### src/core/oamfp_pkg.sv
package oamfp_pkg;
   // Frame identification values
   localparam logic [47:0] SLOW_PROTO_DA = 48'h0180C2000002; // Slow-protocols group address
   localparam logic [15:0] SLOW_PROTO_TYPE = 16'h8809; // Slow-protocols ethertype
   localparam logic [7:0] OAM_SUBTYPE = 8'h03; // Marks the frame as OAM
   // Octet positions inside a frame (first octet on the wire is 0)
   localparam int DA_POS = 0;
   localparam int SA_POS = 6;
   localparam int TYPE_POS = 12;
   localparam int SUBTYPE_POS = 14;
   localparam int FLAGS_POS = 15; // Flags bits 15:8, then 7:0
   localparam int CODE_POS = 17;
   localparam int HDR_OCTETS = 18; // Everything before the data field
   localparam int CLASSIFY_OCTETS = 15; // Octets needed to tell OAM from other
   // Minimum frame, FCS appended by the MAC below
   localparam int MIN_FRAME_OCTETS = 64;
   localparam int FCS_OCTETS = 4;
   localparam int MIN_BODY_OCTETS = MIN_FRAME_OCTETS - FCS_OCTETS;
   // Bit positions in the low flags octet
   localparam int FLG_REM_STABLE = 6;
   localparam int FLG_REM_EVAL = 5;
   localparam int FLG_DISC_LSB = 3;
   localparam int FLG_CRIT = 2;
   localparam int FLG_DYING = 1;
   localparam int FLG_LFAULT = 0;
   // Local discovery status encodings
   localparam logic [1:0] DISC_UNSAT = 2'h0;
   localparam logic [1:0] DISC_PENDING = 2'h1;
   localparam logic [1:0] DISC_DONE = 2'h2;
   localparam logic [1:0] DISC_RSVD = 2'h3;
   // Code field values
   localparam logic [7:0] CODE_INFO = 8'h00;
   localparam logic [7:0] CODE_EVENT = 8'h01;
   localparam logic [7:0] CODE_VAR_REQ = 8'h02;
   localparam logic [7:0] CODE_VAR_RESP = 8'h03;
   localparam logic [7:0] CODE_LB_CTL = 8'h04;
   localparam logic [7:0] CODE_ORG = 8'hFE;
   // Action on received frames that are not OAM
   typedef enum logic [1:0] {forward_mode, loopback_mode, discard_mode} oamfp_par_action_t;
   // Reserved codes: 05..FD and FF
   function automatic logic oamfp_code_reserved(input logic [7:0] code);
      return (code > CODE_LB_CTL && code < CODE_ORG) || code == 8'hFF;
   endfunction
endpackage

### src/core/oamfp_top.sv
`timescale 1ns/10ps

// Receive buffer between MAC and parser; flags kept as flops
module oamfp_fifo #(
   parameter int WIDTH = 9,
   parameter int DEPTH = 8
) (
   input wire logic sys_clk, // Clock
   input wire logic rst_n, // Synchronised reset
   input wire logic in_valid, // Write request
   input wire logic [WIDTH-1:0] in_data, // Write word
   output logic in_ready, // Room for a word
   output logic out_valid, // Word available
   output logic [WIDTH-1:0] out_data, // Oldest word
   input wire logic out_ready // Read request
);
   localparam int AW = $clog2(DEPTH);
   logic [WIDTH-1:0] mem [DEPTH]; // Storage
   logic [AW-1:0] wr_ptr; // Next write slot
   logic [AW-1:0] rd_ptr; // Next read slot
   logic [AW:0] count; // Words held
   wire push = in_valid && in_ready;
   wire pop = out_valid && out_ready;
   wire [AW:0] next_count = count + {{AW{1'b0}}, push} - {{AW{1'b0}}, pop};
   assign out_data = mem[rd_ptr];

   // Storage has no reset; only pointers, count and flags need a known value
   always_ff @(posedge sys_clk) begin
      if (push) begin
         mem[wr_ptr] <= in_data;
      end
   end

   // Pointers and registered full/empty
   always_ff @(posedge sys_clk or negedge rst_n) begin
      if (!rst_n) begin
         wr_ptr <= '0;
         rd_ptr <= '0;
         count <= '0;
         in_ready <= 1'b0;
         out_valid <= 1'b0;
      end else begin
         wr_ptr <= push ? AW'((wr_ptr + 1'b1) % DEPTH) : wr_ptr;
         rd_ptr <= pop ? AW'((rd_ptr + 1'b1) % DEPTH) : rd_ptr;
         count <= next_count;
         in_ready <= next_count < (AW+1)'(DEPTH);
         out_valid <= next_count != '0;
      end
   end
endmodule

module oamfp_top
   import oamfp_pkg::*;
#(
   parameter int FIFO_DEPTH = 8
) (
   input wire logic sys_clk, // 40 MHz clock
   input wire logic rst_b, // Asynchronous reset, active low
   // Received frames from the MAC
   input wire logic mac_rx_valid, // Octet valid
   input wire logic [7:0] mac_rx_data, // Octet
   input wire logic mac_rx_last, // Final octet of frame
   output logic mac_rx_ready, // Buffer can take an octet
   input wire oamfp_par_action_t par_action, // Non-OAM frame handling
   // Parsed frames out, shared data lanes
   output logic client_rx_indication, // Octet for the client above
   output logic loopback_tx_request, // Octet for the multiplexer loopback
   output logic control_rx_indication, // Octet of an oam_frame for control
   output logic [7:0] rx_out_data, // Octet
   output logic rx_out_last, // Final octet
   input wire logic rx_out_ready, // Consumer takes the octet
   output logic link_timer_restart, // Lost-link timer restart pulse
   output logic [1:0] peer_disc, // Last valid peer discovery bits
   // Frame build request
   input wire logic tx_req, // Start a frame, pulse
   input wire logic tx_info, // Information frame built here
   input wire logic [7:0] tx_code, // Client code, other frames
   input wire logic tx_no_data, // No data octets, pad only
   input wire logic [47:0] port_mac, // This port's address
   input wire logic remote_state_valid, // Peer information valid
   input wire logic [1:0] local_disc, // Local discovery status
   input wire logic crit_event, // Critical event flag
   input wire logic dying_gasp, // Unrecoverable local failure
   input wire logic link_fault, // Local receive fault
   input wire logic txd_valid, // Client data octet valid
   input wire logic [7:0] txd_data, // Client data octet
   input wire logic txd_last, // Final client data octet
   output logic txd_ready, // Data octet taken
   output logic tx_busy, // Frame in progress
   output logic tx_refused, // Reserved code refused, pulse
   // Built frames to the MAC
   output logic mac_tx_valid, // Octet valid
   output logic [7:0] mac_tx_data, // Octet
   output logic mac_tx_last, // Final octet before FCS
   input wire logic mac_tx_ready // MAC takes the octet
);
   // Reset: asserted at once, released after two edges
   logic rst_meta;
   logic rst_n;
   always_ff @(posedge sys_clk or negedge rst_b) begin
      if (!rst_b) begin
         rst_meta <= 1'b0;
         rst_n <= 1'b0;
      end else begin
         rst_meta <= 1'b1;
         rst_n <= rst_meta;
      end
   end

   // Octet of a 48-bit address, first transmitted octet at the top
   function automatic logic [7:0] addr_octet(input logic [47:0] a, input int k);
      return a[8*(5-k) +: 8];
   endfunction

   // ---------------- Receive side ----------------
   typedef enum logic [1:0] {P_HDR, P_REPLAY, P_BODY, P_DROP} oamfp_pstate_t;
   oamfp_pstate_t p_state; // Parser state; P_HDR with nothing held is idle
   logic f_valid; // Buffered octet present
   logic [8:0] f_word; // {last, octet}
   logic f_pop; // Parser takes an octet
   logic [7:0] hdr [CLASSIFY_OCTETS]; // Held leading octets
   logic [3:0] hcnt; // Octets held
   logic [3:0] rcnt; // Replay index
   logic ended; // Frame ended within the held octets
   logic is_oam; // Current frame is an oam_frame
   logic [1:0] dest; // 0 client, 1 loopback, 2 control
   logic [4:0] body_pos; // Octet position, saturates
   logic [1:0] rem_disc; // Peer's last valid stable/evaluating

   // Backpressure from the parser reaches the MAC through the buffer
   oamfp_fifo #(.WIDTH(9), .DEPTH(FIFO_DEPTH)) u_rx_fifo (
      .sys_clk(sys_clk),
      .rst_n(rst_n),
      .in_valid(mac_rx_valid),
      .in_data({mac_rx_last, mac_rx_data}),
      .in_ready(mac_rx_ready),
      .out_valid(f_valid),
      .out_data(f_word),
      .out_ready(f_pop)
   );

   wire f_last = f_word[8];
   wire [7:0] f_byte = f_word[7:0];
   wire rx_any = client_rx_indication || loopback_tx_request || control_rx_indication;
   wire can_emit = !rx_any || rx_out_ready;
   // Classification needs type and subtype both
   wire cls_now = p_state == P_HDR && f_valid && (f_last || hcnt == 4'(SUBTYPE_POS));
   wire type_hit = {hdr[TYPE_POS], hdr[TYPE_POS+1]} == SLOW_PROTO_TYPE;
   wire oam_hit = hcnt == 4'(SUBTYPE_POS) && type_hit && f_byte == OAM_SUBTYPE;
   wire drop_now = !oam_hit && par_action != forward_mode && par_action != loopback_mode;
   wire [1:0] cls_dest = oam_hit ? 2'h2 : (par_action == loopback_mode ? 2'h1 : 2'h0);
   wire replay_emit = p_state == P_REPLAY && can_emit;
   wire replay_end = replay_emit && rcnt == hcnt - 4'h1;
   wire body_emit = p_state == P_BODY && f_valid && can_emit;
   assign f_pop = (p_state == P_HDR || p_state == P_DROP) ? f_valid : body_emit;
   wire emit = replay_emit || body_emit;
   wire [7:0] emit_byte = replay_emit ? hdr[rcnt] : f_byte;
   wire emit_last = replay_emit ? (ended && replay_end) : f_last;
   wire rx_done = rx_any && rx_out_ready && rx_out_last;
   // Second flags octet of a received oam_frame; 0x3 in 4:3 is ignored
   wire flag_cap = body_emit && dest == 2'h2 && body_pos == 5'(FLAGS_POS + 1);
   wire disc_ok = f_byte[FLG_DISC_LSB +: 2] != DISC_RSVD;

   // Hold the leading octets
   always_ff @(posedge sys_clk) begin
      if (p_state == P_HDR && f_valid) begin
         hdr[hcnt] <= f_byte;
      end
   end

   // Parser sequence; action is sampled once per frame at classification
   always_ff @(posedge sys_clk or negedge rst_n) begin
      if (!rst_n) begin
         p_state <= P_HDR;
         hcnt <= '0;
         rcnt <= '0;
         ended <= 1'b0;
         is_oam <= 1'b0;
         dest <= 2'h0;
      end else begin
         unique case (p_state)
            P_HDR: begin
               if (cls_now) begin
                  is_oam <= oam_hit;
                  dest <= cls_dest;
                  ended <= f_last;
                  rcnt <= '0;
                  hcnt <= hcnt + 4'h1;
                  if (drop_now) begin
                     p_state <= f_last ? P_HDR : P_DROP;
                     hcnt <= '0;
                  end else begin
                     p_state <= P_REPLAY;
                  end
               end else if (f_valid) begin
                  hcnt <= hcnt + 4'h1;
               end
            end
            P_REPLAY: begin
               if (replay_emit) begin
                  rcnt <= rcnt + 4'h1;
               end
               if (replay_end) begin
                  p_state <= ended ? P_HDR : P_BODY;
                  hcnt <= '0;
               end
            end
            P_BODY: begin
               if (body_emit && f_last) begin
                  p_state <= P_HDR; // Back to idle after handing on
               end
            end
            P_DROP: begin
               if (f_valid && f_last) begin
                  p_state <= P_HDR;
               end
            end
         endcase
      end
   end

   // Body position and peer flag capture
   always_ff @(posedge sys_clk or negedge rst_n) begin
      if (!rst_n) begin
         body_pos <= 5'(CLASSIFY_OCTETS);
         rem_disc <= 2'h0;
      end else begin
         if (p_state != P_BODY) begin
            body_pos <= 5'(CLASSIFY_OCTETS);
         end else if (body_emit && body_pos != 5'h1F) begin
            body_pos <= body_pos + 5'h1;
         end
         if (flag_cap && disc_ok) begin
            rem_disc <= f_byte[FLG_DISC_LSB +: 2];
         end
      end
   end

   // Output octet register; one valid per destination
   always_ff @(posedge sys_clk or negedge rst_n) begin
      if (!rst_n) begin
         client_rx_indication <= 1'b0;
         loopback_tx_request <= 1'b0;
         control_rx_indication <= 1'b0;
         rx_out_data <= 8'h00;
         rx_out_last <= 1'b0;
         link_timer_restart <= 1'b0;
         peer_disc <= 2'h0;
      end else begin
         if (emit) begin
            client_rx_indication <= dest == 2'h0;
            loopback_tx_request <= dest == 2'h1;
            control_rx_indication <= dest == 2'h2;
            rx_out_data <= emit_byte;
            rx_out_last <= emit_last;
         end else if (rx_out_ready) begin
            client_rx_indication <= 1'b0;
            loopback_tx_request <= 1'b0;
            control_rx_indication <= 1'b0;
         end
         // Restart once the whole oam_frame has been handed on
         link_timer_restart <= rx_done && control_rx_indication;
         peer_disc <= rem_disc;
      end
   end

   // ---------------- Transmit side ----------------
   typedef enum logic [1:0] {T_IDLE, T_HDR, T_DATA, T_PAD} oamfp_tstate_t;
   oamfp_tstate_t t_state; // Builder state
   logic [10:0] t_pos; // Octet being produced
   logic [7:0] t_code; // Latched code
   logic [7:0] t_flags; // Latched low flags octet
   logic t_nodata; // Latched pad-only request
   // Untagged basic frame: type follows SA directly
   wire [1:0] tx_disc = local_disc == DISC_RSVD ? DISC_PENDING : local_disc;
   wire [1:0] rem_bits = remote_state_valid ? rem_disc : 2'h0;
   wire [7:0] flags_lo = {1'b0, rem_bits, tx_disc[1:0], crit_event, dying_gasp, link_fault};
   wire req_code_bad = !tx_info && oamfp_code_reserved(tx_code);
   wire t_can = !mac_tx_valid || mac_tx_ready;
   wire take_d = txd_ready && txd_valid;
   wire hdr_emit = t_state == T_HDR && t_can;
   wire pad_emit = t_state == T_PAD && t_can;
   wire t_emit = hdr_emit || pad_emit || take_d;
   wire body_short = t_pos < 11'(MIN_BODY_OCTETS - 1);
   wire t_last = (pad_emit && !body_short) || (take_d && txd_last && !body_short);
   wire t_stay = mac_tx_valid && !mac_tx_ready;
   // Header octet at the current position, fields in wire order
   logic [7:0] hdr_octet;
   always_comb begin
      hdr_octet = 8'h00;
      if (t_pos < 11'(SA_POS)) begin
         hdr_octet = addr_octet(SLOW_PROTO_DA, int'(t_pos));
      end else if (t_pos < 11'(TYPE_POS)) begin
         hdr_octet = addr_octet(port_mac, int'(t_pos) - SA_POS);
      end else if (t_pos == 11'(TYPE_POS)) begin
         hdr_octet = SLOW_PROTO_TYPE[15:8];
      end else if (t_pos == 11'(TYPE_POS + 1)) begin
         hdr_octet = SLOW_PROTO_TYPE[7:0];
      end else if (t_pos == 11'(SUBTYPE_POS)) begin
         hdr_octet = OAM_SUBTYPE;
      end else if (t_pos == 11'(FLAGS_POS + 1)) begin
         hdr_octet = t_flags;
      end else if (t_pos == 11'(CODE_POS)) begin
         hdr_octet = t_code;
      end
   end
   wire [7:0] t_byte = hdr_emit ? hdr_octet : (take_d ? txd_data : 8'h00);
   wire next_tx_valid = t_emit || t_stay;
   oamfp_tstate_t t_next;
   always_comb begin
      t_next = t_state;
      unique case (t_state)
         T_IDLE: t_next = (tx_req && !req_code_bad) ? T_HDR : T_IDLE;
         T_HDR: begin
            if (hdr_emit && t_pos == 11'(HDR_OCTETS - 1)) begin
               t_next = t_nodata ? T_PAD : T_DATA;
            end
         end
         T_DATA: begin
            if (take_d && txd_last) begin
               t_next = body_short ? T_PAD : T_IDLE;
            end
         end
         T_PAD: t_next = (pad_emit && !body_short) ? T_IDLE : T_PAD;
      endcase
   end

   // Builder sequence and request latching; flags frozen per frame
   always_ff @(posedge sys_clk or negedge rst_n) begin
      if (!rst_n) begin
         t_state <= T_IDLE;
         t_pos <= '0;
         t_code <= CODE_INFO;
         t_flags <= 8'h00;
         t_nodata <= 1'b0;
         tx_refused <= 1'b0;
         tx_busy <= 1'b0;
      end else begin
         t_state <= t_next;
         tx_busy <= t_next != T_IDLE;
         tx_refused <= t_state == T_IDLE && tx_req && req_code_bad;
         if (t_state == T_IDLE && tx_req) begin
            t_code <= tx_info ? CODE_INFO : tx_code;
            t_flags <= flags_lo;
            t_nodata <= tx_no_data;
            t_pos <= '0;
         end else if (t_emit) begin
            t_pos <= t_pos + 11'h1;
         end
      end
   end

   // MAC-facing octet register; data side takes one octet per free slot
   always_ff @(posedge sys_clk or negedge rst_n) begin
      if (!rst_n) begin
         mac_tx_valid <= 1'b0;
         mac_tx_data <= 8'h00;
         mac_tx_last <= 1'b0;
         txd_ready <= 1'b0;
      end else begin
         mac_tx_valid <= next_tx_valid;
         if (t_emit) begin
            mac_tx_data <= t_byte;
            mac_tx_last <= t_last;
         end
         txd_ready <= t_next == T_DATA && !next_tx_valid;
      end
   end

   // ---------------- Checks ----------------
   logic [10:0] tx_idx; // Octets accepted by the MAC in this frame
   always_ff @(posedge sys_clk or negedge rst_n) begin
      if (!rst_n) begin
         tx_idx <= '0;
      end else if (mac_tx_valid && mac_tx_ready) begin
         tx_idx <= mac_tx_last ? 11'h0 : tx_idx + 11'h1;
      end
   end
   wire tx_at_flags = mac_tx_valid && tx_idx == 11'(FLAGS_POS + 1);
endmodule

### config.mk
export PLATFORM = sky130hd
export DESIGN_NAME = oamfp_top
export DESIGN_NICKNAME = d
export VERILOG_FILES = /design/src/core/oamfp_pkg.sv /design/src/core/oamfp_top.sv
export SDC_FILE = /design/constraint.sdc
export NUM_CORES = 1
export LEC_CHECK = 0
export BUFFER_PORTS_ARGS = -buffer_cell sky130_fd_sc_hd__buf_2
export CORE_UTILIZATION = 51
export CTS_CLUSTER_DIAMETER = 120
export DETAILED_ROUTE_END_ITERATION = 6
export PLACE_DENSITY = 0.75
export SLEW_MARGIN = 20
export SYNTH_ARGS = -nofsm -noshare
export SYNTH_HDL_FRONTEND = slang
export SYNTH_HIERARCHICAL = 1
export SYNTH_SLANG_ARGS = --single-unit
### constraint.sdc
create_clock -name sys_clk -period 4.2 [get_ports sys_clk]
set_clock_uncertainty 0.15 [all_clocks]
set_input_delay 0.63 -clock sys_clk [delete_from_list [all_inputs] [get_ports sys_clk]]
set_output_delay 0.63 -clock sys_clk [all_outputs]
set_load 0.05 [all_outputs]
# Word-level counts from Yosys, hierarchy flattened
# Memory sizes are Yosys's and may differ from the RTL's.
# Index checks and enable logic that the tools add are counted.
[totals]
register_bits = 91
latchBits = 0
ramBits = 192
romBits = 0
input_bits = 91
out_inout_bits = 29
elab_cells = 208
mem_count = 2
[classes]
n_addsub = 12
mul = 0
div_mod_pow = 0
n_lt_le_gt_ge = 6
n_eq_ne = 32
n_shift = 2
muxes = 52
n_bitwise = 0
reduce_logical = 70
[mem_list]
columns = ["memory", "words", "word_bits", "read_ports", "rd_ports_with_merged_regs", "write_ports", "line", "rtl"]
rows = [
  ["hdr", 15, 8, 3, 0, 1, "oamfp_top.sv:121", "logic [7:0] hdr [CLASSIFY_OCTETS];"],
  ["u_rx_fifo.mem", 8, 9, 1, 0, 1, "oamfp_top.sv:18", "logic [WIDTH-1:0] mem [DEPTH];"],
]
[op_table]
columns = ["operator", "n"]
rows = [
  ["$mux 8", 11],
  ["$shiftx 48x15->8 const A", 1],
  ["$shiftx 48x16->8", 1],
  ["$logic_and 1x1->1", 36],
  ["$eq 11x4->1 const B", 3],
  ["$mux 2", 14],
  ["$mux 4", 6],
  ["$eq 11x5->1 const B", 2],
  ["$mux 11", 2],
  ["$eq 16x16->1 const B", 1],
  ["$pmux 2 s4", 2],
  ["$pmux 4 s2", 2],
  ["$eq 2x2->1 const B", 7],
  ["$mux 1", 13],
  ["$sub 4x12->13 const A", 1],
  ["$logic_or 1x1->1", 12],
  ["$reduce_bool 2->1", 6],
  ["$sub 11x3->12 const B", 1],
  ["$sub 3x11->12 const A", 1],
  ["$add 11x1->11 const B", 1],
  ["$lt 11x3->1 const B", 1],
  ["$lt 11x4->1 const B", 1],
  ["$lt 11x6->1 const B", 1],
  ["$mux 5", 2],
  ["other kinds (25)", 46],
]

# Longest topological paths before layout
[depth]
depth_word = 10
mapped_depth = 15
ltp_nobuf = 13

# Modules after synthesis
# The synthesis kept the hierarchy.
[modules_own_cells]
columns = ["mod", "n_inst", "cells_each", "area_each_um2", "seq_area_each_um2"]
rows = [
  ["oamfp_top", 1, 777, 10212.3, 5825.6],
  ["oamfp_fifo", 1, 160, 3389.5, 2462.4],
]

# Least setup slack after synthesis
# No wires, ideal clock.
[synth_timing]
kind = "register -> register"
startpoint = "register loopback_tx_request"
endpoint = "register u_rx_fifo.out_valid"
arrival_time_ns = 2.827
t_required_ns = 3.920
setup_slack_ns = 1.093
stages_incl_launch_ff = 14
n_path_buf = 1
synth_period_minus_slack_ns = 3.107
cell_sequence = "dfrtp_1 > nor3_4 > o211ai_1 > buf_4 > o21ai_0 > nand2_1 > inv_1 > ha_1 > inv_1 > ha_1 > fa_1 > xor2_1 > nor3_1 > o21ai_0"
[synth_between]
elab_chain_cells = 9
[synth_rtl]
columns = ["item", "line", "rtl"]
rows = [
  ["start, declared", "oamfp_top.sv:67", "output logic loopback_tx_request,"],
  ["start signal, assigned", "oamfp_top.sv:243", "loopback_tx_request <= 1'b0;"],
  ["start signal, assigned", "oamfp_top.sv:252", "loopback_tx_request <= dest == 2'h1;"],
  ["start signal, assigned", "oamfp_top.sv:258", "loopback_tx_request <= 1'b0;"],
  ["$logic_or 1x1->1 (2 in a row)", "oamfp_top.sv:144", "wire rx_any = client_rx_indication || loopback_tx_request || control_rx_indication;"],
  ["$logic_not 1->1", "oamfp_top.sv:145", "wire can_emit = !rx_any || rx_out_ready;"],
  ["$logic_or 1x1->1", "oamfp_top.sv:145", ""],
  ["$logic_and 1x1->1", "oamfp_top.sv:154", "wire body_emit = p_state == P_BODY && f_valid && can_emit;"],
  ["$mux 1", "oamfp_top.sv:155", "assign f_pop = (p_state == P_HDR || p_state == P_DROP) ? f_valid : body_emit;"],
  ["net f_pop", "oamfp_top.sv:120", "logic f_pop;"],
  ["$logic_and 1x1->1", "oamfp_top.sv:23", "wire pop = out_valid && out_ready;"],
  ["net u_rx_fifo.pop", "oamfp_top.sv:23", ""],
  ["$sub 4x1->4", "oamfp_top.sv:24", "wire [AW:0] next_count = count + {{AW{1'b0}}, push} - {{AW{1'b0}}, pop};"],
  ["net u_rx_fifo.next_count[2]", "oamfp_top.sv:24", ""],
  ["$reduce_bool 4->1", "oamfp_top.sv:47", "out_valid <= next_count != '0;"],
  ["end signal, assigned", "oamfp_top.sv:41", "out_valid <= 1'b0;"],
  ["end signal, assigned", "oamfp_top.sv:47", ""],
  ["end, declared", "oamfp_top.sv:13", "output logic out_valid,"],
]
# The timed path passes the listed nets, and every way through them passes these cells.
# A chain may end at the register's enable or synchronous reset.

# Final worst setup path
[layout_timing]
startpoint = "register u_rx_fifo.rd_ptr[0]"
endpoint = "register p_state[1]"
[layout_between]
elab_chain_cells = 9
[layout_rtl]
columns = ["item", "line", "rtl"]
rows = [
  ["start, declared", "oamfp_top.sv:20", "logic [AW-1:0] rd_ptr;"],
  ["start signal, assigned", "oamfp_top.sv:44", "rd_ptr <= pop ? AW'((rd_ptr + 1'b1) % DEPTH) : rd_ptr;"],
  ["$mem_v2 8x9", "n/a", ""],
  ["net f_word[7]", "oamfp_top.sv:119", "logic [8:0] f_word;"],
  ["$eq 8x2->1", "oamfp_top.sv:149", "wire oam_hit = hcnt == 4'(SUBTYPE_POS) && type_hit && f_byte == OAM_SUBTYPE;"],
  ["$logic_and 1x1->1", "oamfp_top.sv:149", ""],
  ["$logic_not 1->1", "oamfp_top.sv:150", "wire drop_now = !oam_hit && par_action != forward_mode && par_action != loopback_mode;"],
  ["$logic_and 1x1->1 (2 in a row)", "oamfp_top.sv:150", ""],
  ["$mux 2", "oamfp_top.sv:189", "if (drop_now) begin"],
  ["$mux 2", "oamfp_top.sv:183", "if (cls_now) begin"],
  ["$pmux 2 s4", "oamfp_top.sv:181", "unique case (p_state)"],
  ["end signal, assigned", "oamfp_top.sv:190", "p_state <= f_last ? P_HDR : P_DROP;"],
  ["end signal, assigned", "oamfp_top.sv:204", "p_state <= ended ? P_HDR : P_BODY;"],
  ["end, declared", "oamfp_top.sv:117", "oamfp_pstate_t p_state;"],
]
# The timed path passes the listed nets, and every way through them passes these cells. The select of a mux whose other input is x is not followed.

==> flow_metrics.env <==
export IMPL_critPathKind="flop to flop"
export IMPL_ir_drop_mv=0.397
export IMPL_cts_made_buffers=30
export IMPL_p_clk_frac=0.243
export IMPL_pin_count=120
export IMPL_cts_tree="yes"
export IMPL_ys_ff_latch=291
export IMPL_final_nets=1176
export IMPL_synth_most_common_cell="edfxtp_1"
export IMPL_synthSimpleGateAreaFrac=0.108
export IMPL_start_kind="flop"
export IMPL_multiInputGateArea_sq_um=4990
export IMPL_place_gp_congestion=0.916
export IMPL_powerDensity_nw_per_um2=725
export IMPL_clk_pin_slew_worst_paths_ns=0.06
export IMPL_synth_compound_area_frac=0.0678
export IMPL_post_route_period_util=0.813
export IMPL_antenna_found_initial=2
export IMPL_die_h_um=165
export IMPL_area_growth_pct=14.1
export IMPL_maxCapViolations=0
export IMPL_hold_slack_ns=0.126
export IMPL_firstDrtPassIters=7
export IMPL_critPathSlowestCell="mux4_1"
export IMPL_swShare=0.364
export IMPL_grt_max_degree=57
export IMPL_wl_per_cell_um=21.0
export IMPL_power_leakage_nw=6.06
export IMPL_numPortBuffers=119
export IMPL_vias=8383
export IMPL_rsz0062_at_grt="false"
export IMPL_rows=59
export IMPL_setup_viol=0
export IMPL_cts_path_max_buffers=3
export IMPL_violations="design-rule violations"
export IMPL_power_switching_w=0.00410
export IMPL_drv_slew=0
export IMPL_hpwl_um=19800
export IMPL_post_cts_resized=0
export IMPL_cpPeakStageDelay_ns=0.60
export IMPL_syn_num_nets=1056
export IMPL_die_x_um=165
export IMPL_slew_headroom=0.323
export IMPL_syn_cell_area_sq_um=13600
export IMPL_clock_sinks=291
export IMPL_post_route_cell_area_sq_um=15500
export IMPL_hold_buffers=1
export IMPL_layout_drive_gt1_share=0.233
export IMPL_place_area_sq_um=14500
export IMPL_drtIter0Drc=785
export IMPL_status="complete, but fails checks"
export IMPL_synthXorXnorAreaFrac=0.0212
export IMPL_grt_pass1_wl_um=46400
export IMPL_synth_top_family_by_area="multiplexers"
export IMPL_worst_hold_path_type="primary input to flop"
export IMPL_ys_warn_count=6
export IMPL_synth_yosys_seq_area_share=0.609
export IMPL_post_cts_setup_buffers=0
export IMPL_pwr_share_comb=0.364
export IMPL_arrival_ns=3.71
export IMPL_netlist_area_leader_share=0.442
export IMPL_start_util=0.520
export IMPL_core_area_sq_um=26100
export IMPL_hold_viol=0
export IMPL_yosysTopAreaCell="edfxtp_1"
export IMPL_cpLargestDelayFamily="multiplexers"
export IMPL_cp_max_fo=20
export IMPL_path_cells="buf_4 > mux4_1 > mux2_4 > or4b_1 > nor4_4 > o21ai_0 > mux2_2"
export IMPL_synth_edf_count=200
export IMPL_required_ns=4.50
export IMPL_synthMuxAreaShare=0.141
export IMPL_clock_latency_ns=0.56
export IMPL_end_kind="flop"
export IMPL_synthDistinctLibCells=79
export IMPL_seqCellArea_sq_um=8290
export IMPL_grt_pass1_vias=8309
export IMPL_async_flop_share=0.313
export IMPL_ys_top_cells_by_count="edfxtp_1 (200), nand2_1 (89), dfrtp_1 (87), nor2_1 (49), mux4_1 (31)"
export IMPL_htreeDepth=1
export IMPL_tightestPinTransition_ns=1.01
export IMPL_power_frac_seq=0.393
export IMPL_final_core_util=0.594
export IMPL_finalCriticalPeriod_ns=3.42
export IMPL_gr_total_overflow=0
export IMPL_synthAdderAreaFrac=0.0263
export IMPL_route_detailed_drc=28
export IMPL_intPower_w=0.00715
export IMPL_ant_nets=0
export IMPL_fin_setup_tns_ns=0
export IMPL_cp_num_buf_inv=1
export IMPL_cts_root_buf="clkbuf_16"
export IMPL_fin_ws_ns=0.784
export IMPL_totalWireLength_um=29700
export IMPL_fillerInstances=2022
export IMPL_grtUsageTotal=0.226
export IMPL_synth_flop_cell="edfxtp_1"
export IMPL_syn_inst=937
export IMPL_clock_fmax_mhz=293
export IMPL_pre_cts_ws_ns=0.775
export IMPL_syn_avg_cell_area_sq_um=14.5
export IMPL_avgViaCountPerCell=5.92
export IMPL_dieArea_sq_um=27300
export IMPL_ys_top_cells_by_area="edfxtp_1 (44%), dfrtp_1 (16%), mux4_1 (6.0%)"
through the flow:
stage | total power, W | instances
after floorplan | 0.00753 | 937
after global placement | 0.00841 | 1359
after detailed placement | 0.00854 | 1359
after CTS | 0.0113 | 1416
after global routing | 0.0119 | 1416
final | 0.0112 | 1417
cell families after synthesis:
group	count (synthesis)
flops	291
buf+inv	66
mux	108
compound gates	129
fa+ha+maj	28
other cells	1
xor+xnor	32
simple gates	282
final timing paths:
kind / cells past startpoint / endpoint / slack [ns] / start
hold reg to reg: 0 / rst_n / 0.20 / rst_meta
min in group asynchronous: 0 / t_code[2] / 0.23 / rst_n
max in group asynchronous: 1 / body_pos[3] / 2.68 / rst_n
setup reg to reg: 7 / p_state[1] / 0.78 / u_rx_fifo/rd_ptr[0]
setup / recovery: 7 / p_state[1] / 0.78 / u_rx_fifo/rd_ptr[0]
hold / removal: 3 / t_nodata / 0.13 / tx_no_data
sequential cells by signal, summed over array words and instances, names as in the netlist, 3 cells and up:
name and cells:
rcnt 4, t_code 8, hcnt 4, u_rx_fifo/count 4
u_rx_fifo/wr_ptr 3, t_pos 11, body_pos 5, u_rx_fifo/mem 72
rx_out_data 8, hdr 128, mac_tx_data 8, t_flags 7
u_rx_fifo/rd_ptr 3
power groups by stage:
stage / combinational [W] / sequential, W / clock (W)
final: 0.00409 / 0.00442 / 0.00274
after detailed placement: 0.00407 / 0.00447 / 0
after global placement: 0.00397 / 0.00445 / 0
after CTS: 0.00409 / 0.00442 / 0.00278
after floorplan: 0.00299 / 0.00454 / 0
after global routing: 0.00447 / 0.00449 / 0.00289
worst reg2reg max path: cells and delay by family (launching register included):
kind / cells / cell delay [ns]
mux: 3 / 1.25
buf+inv: 1 / 0.34
compound gates: 1 / 0.16
simple gates: 2 / 1.06
flops: 1 / 0.33
cells in the final DEF (no fill, tap or decap), types with 11 or more instances in the layout:
master / count
clkbuf_16: 30
mux2i_1: 29
o21ai_0: 29
xor2_1: 16
and3_1: 13
nand3b_1: 11
a21oi_1: 19
buf_2: 119
dfrtp_1: 85
nand3_1: 29
inv_1: 24
ha_1: 27
and2_1: 21
nor2b_1: 11
edfxtp_1: 200
nor2_1: 49
xnor2_1: 15
mux2_2: 18
a221oi_1: 14
mux4_2: 21
mux4_1: 31
nand2_1: 89
layout make-up:
cell class / instances / area share
antenna: 1 / 0.000161
clock inverter: 12 / 0.0110
tap: 335 / 0.0270
sequential: 291 / 0.534
clock buffer: 44 / 0.0563
inverter: 25 / 0.00605
multi-input combinational: 580 / 0.322
timing repair buffer: 129 / 0.0434
per-layer routing:
layer / GRT usage / up-vias / part of all wire / routed length, um
li1: - / 3846 / - / -
met1: 0.304 / 4196 / 0.42 / 12400
met2: 0.370 / 284 / 0.49 / 14500
met3: 0.0482 / 53 / 0.072 / 2130
met4: 0.0665 / 4 / 0.021 / 631
met5: 0 / - / 0.00091 / 27
No activity file was read; power rests on OpenSTA's default activity.
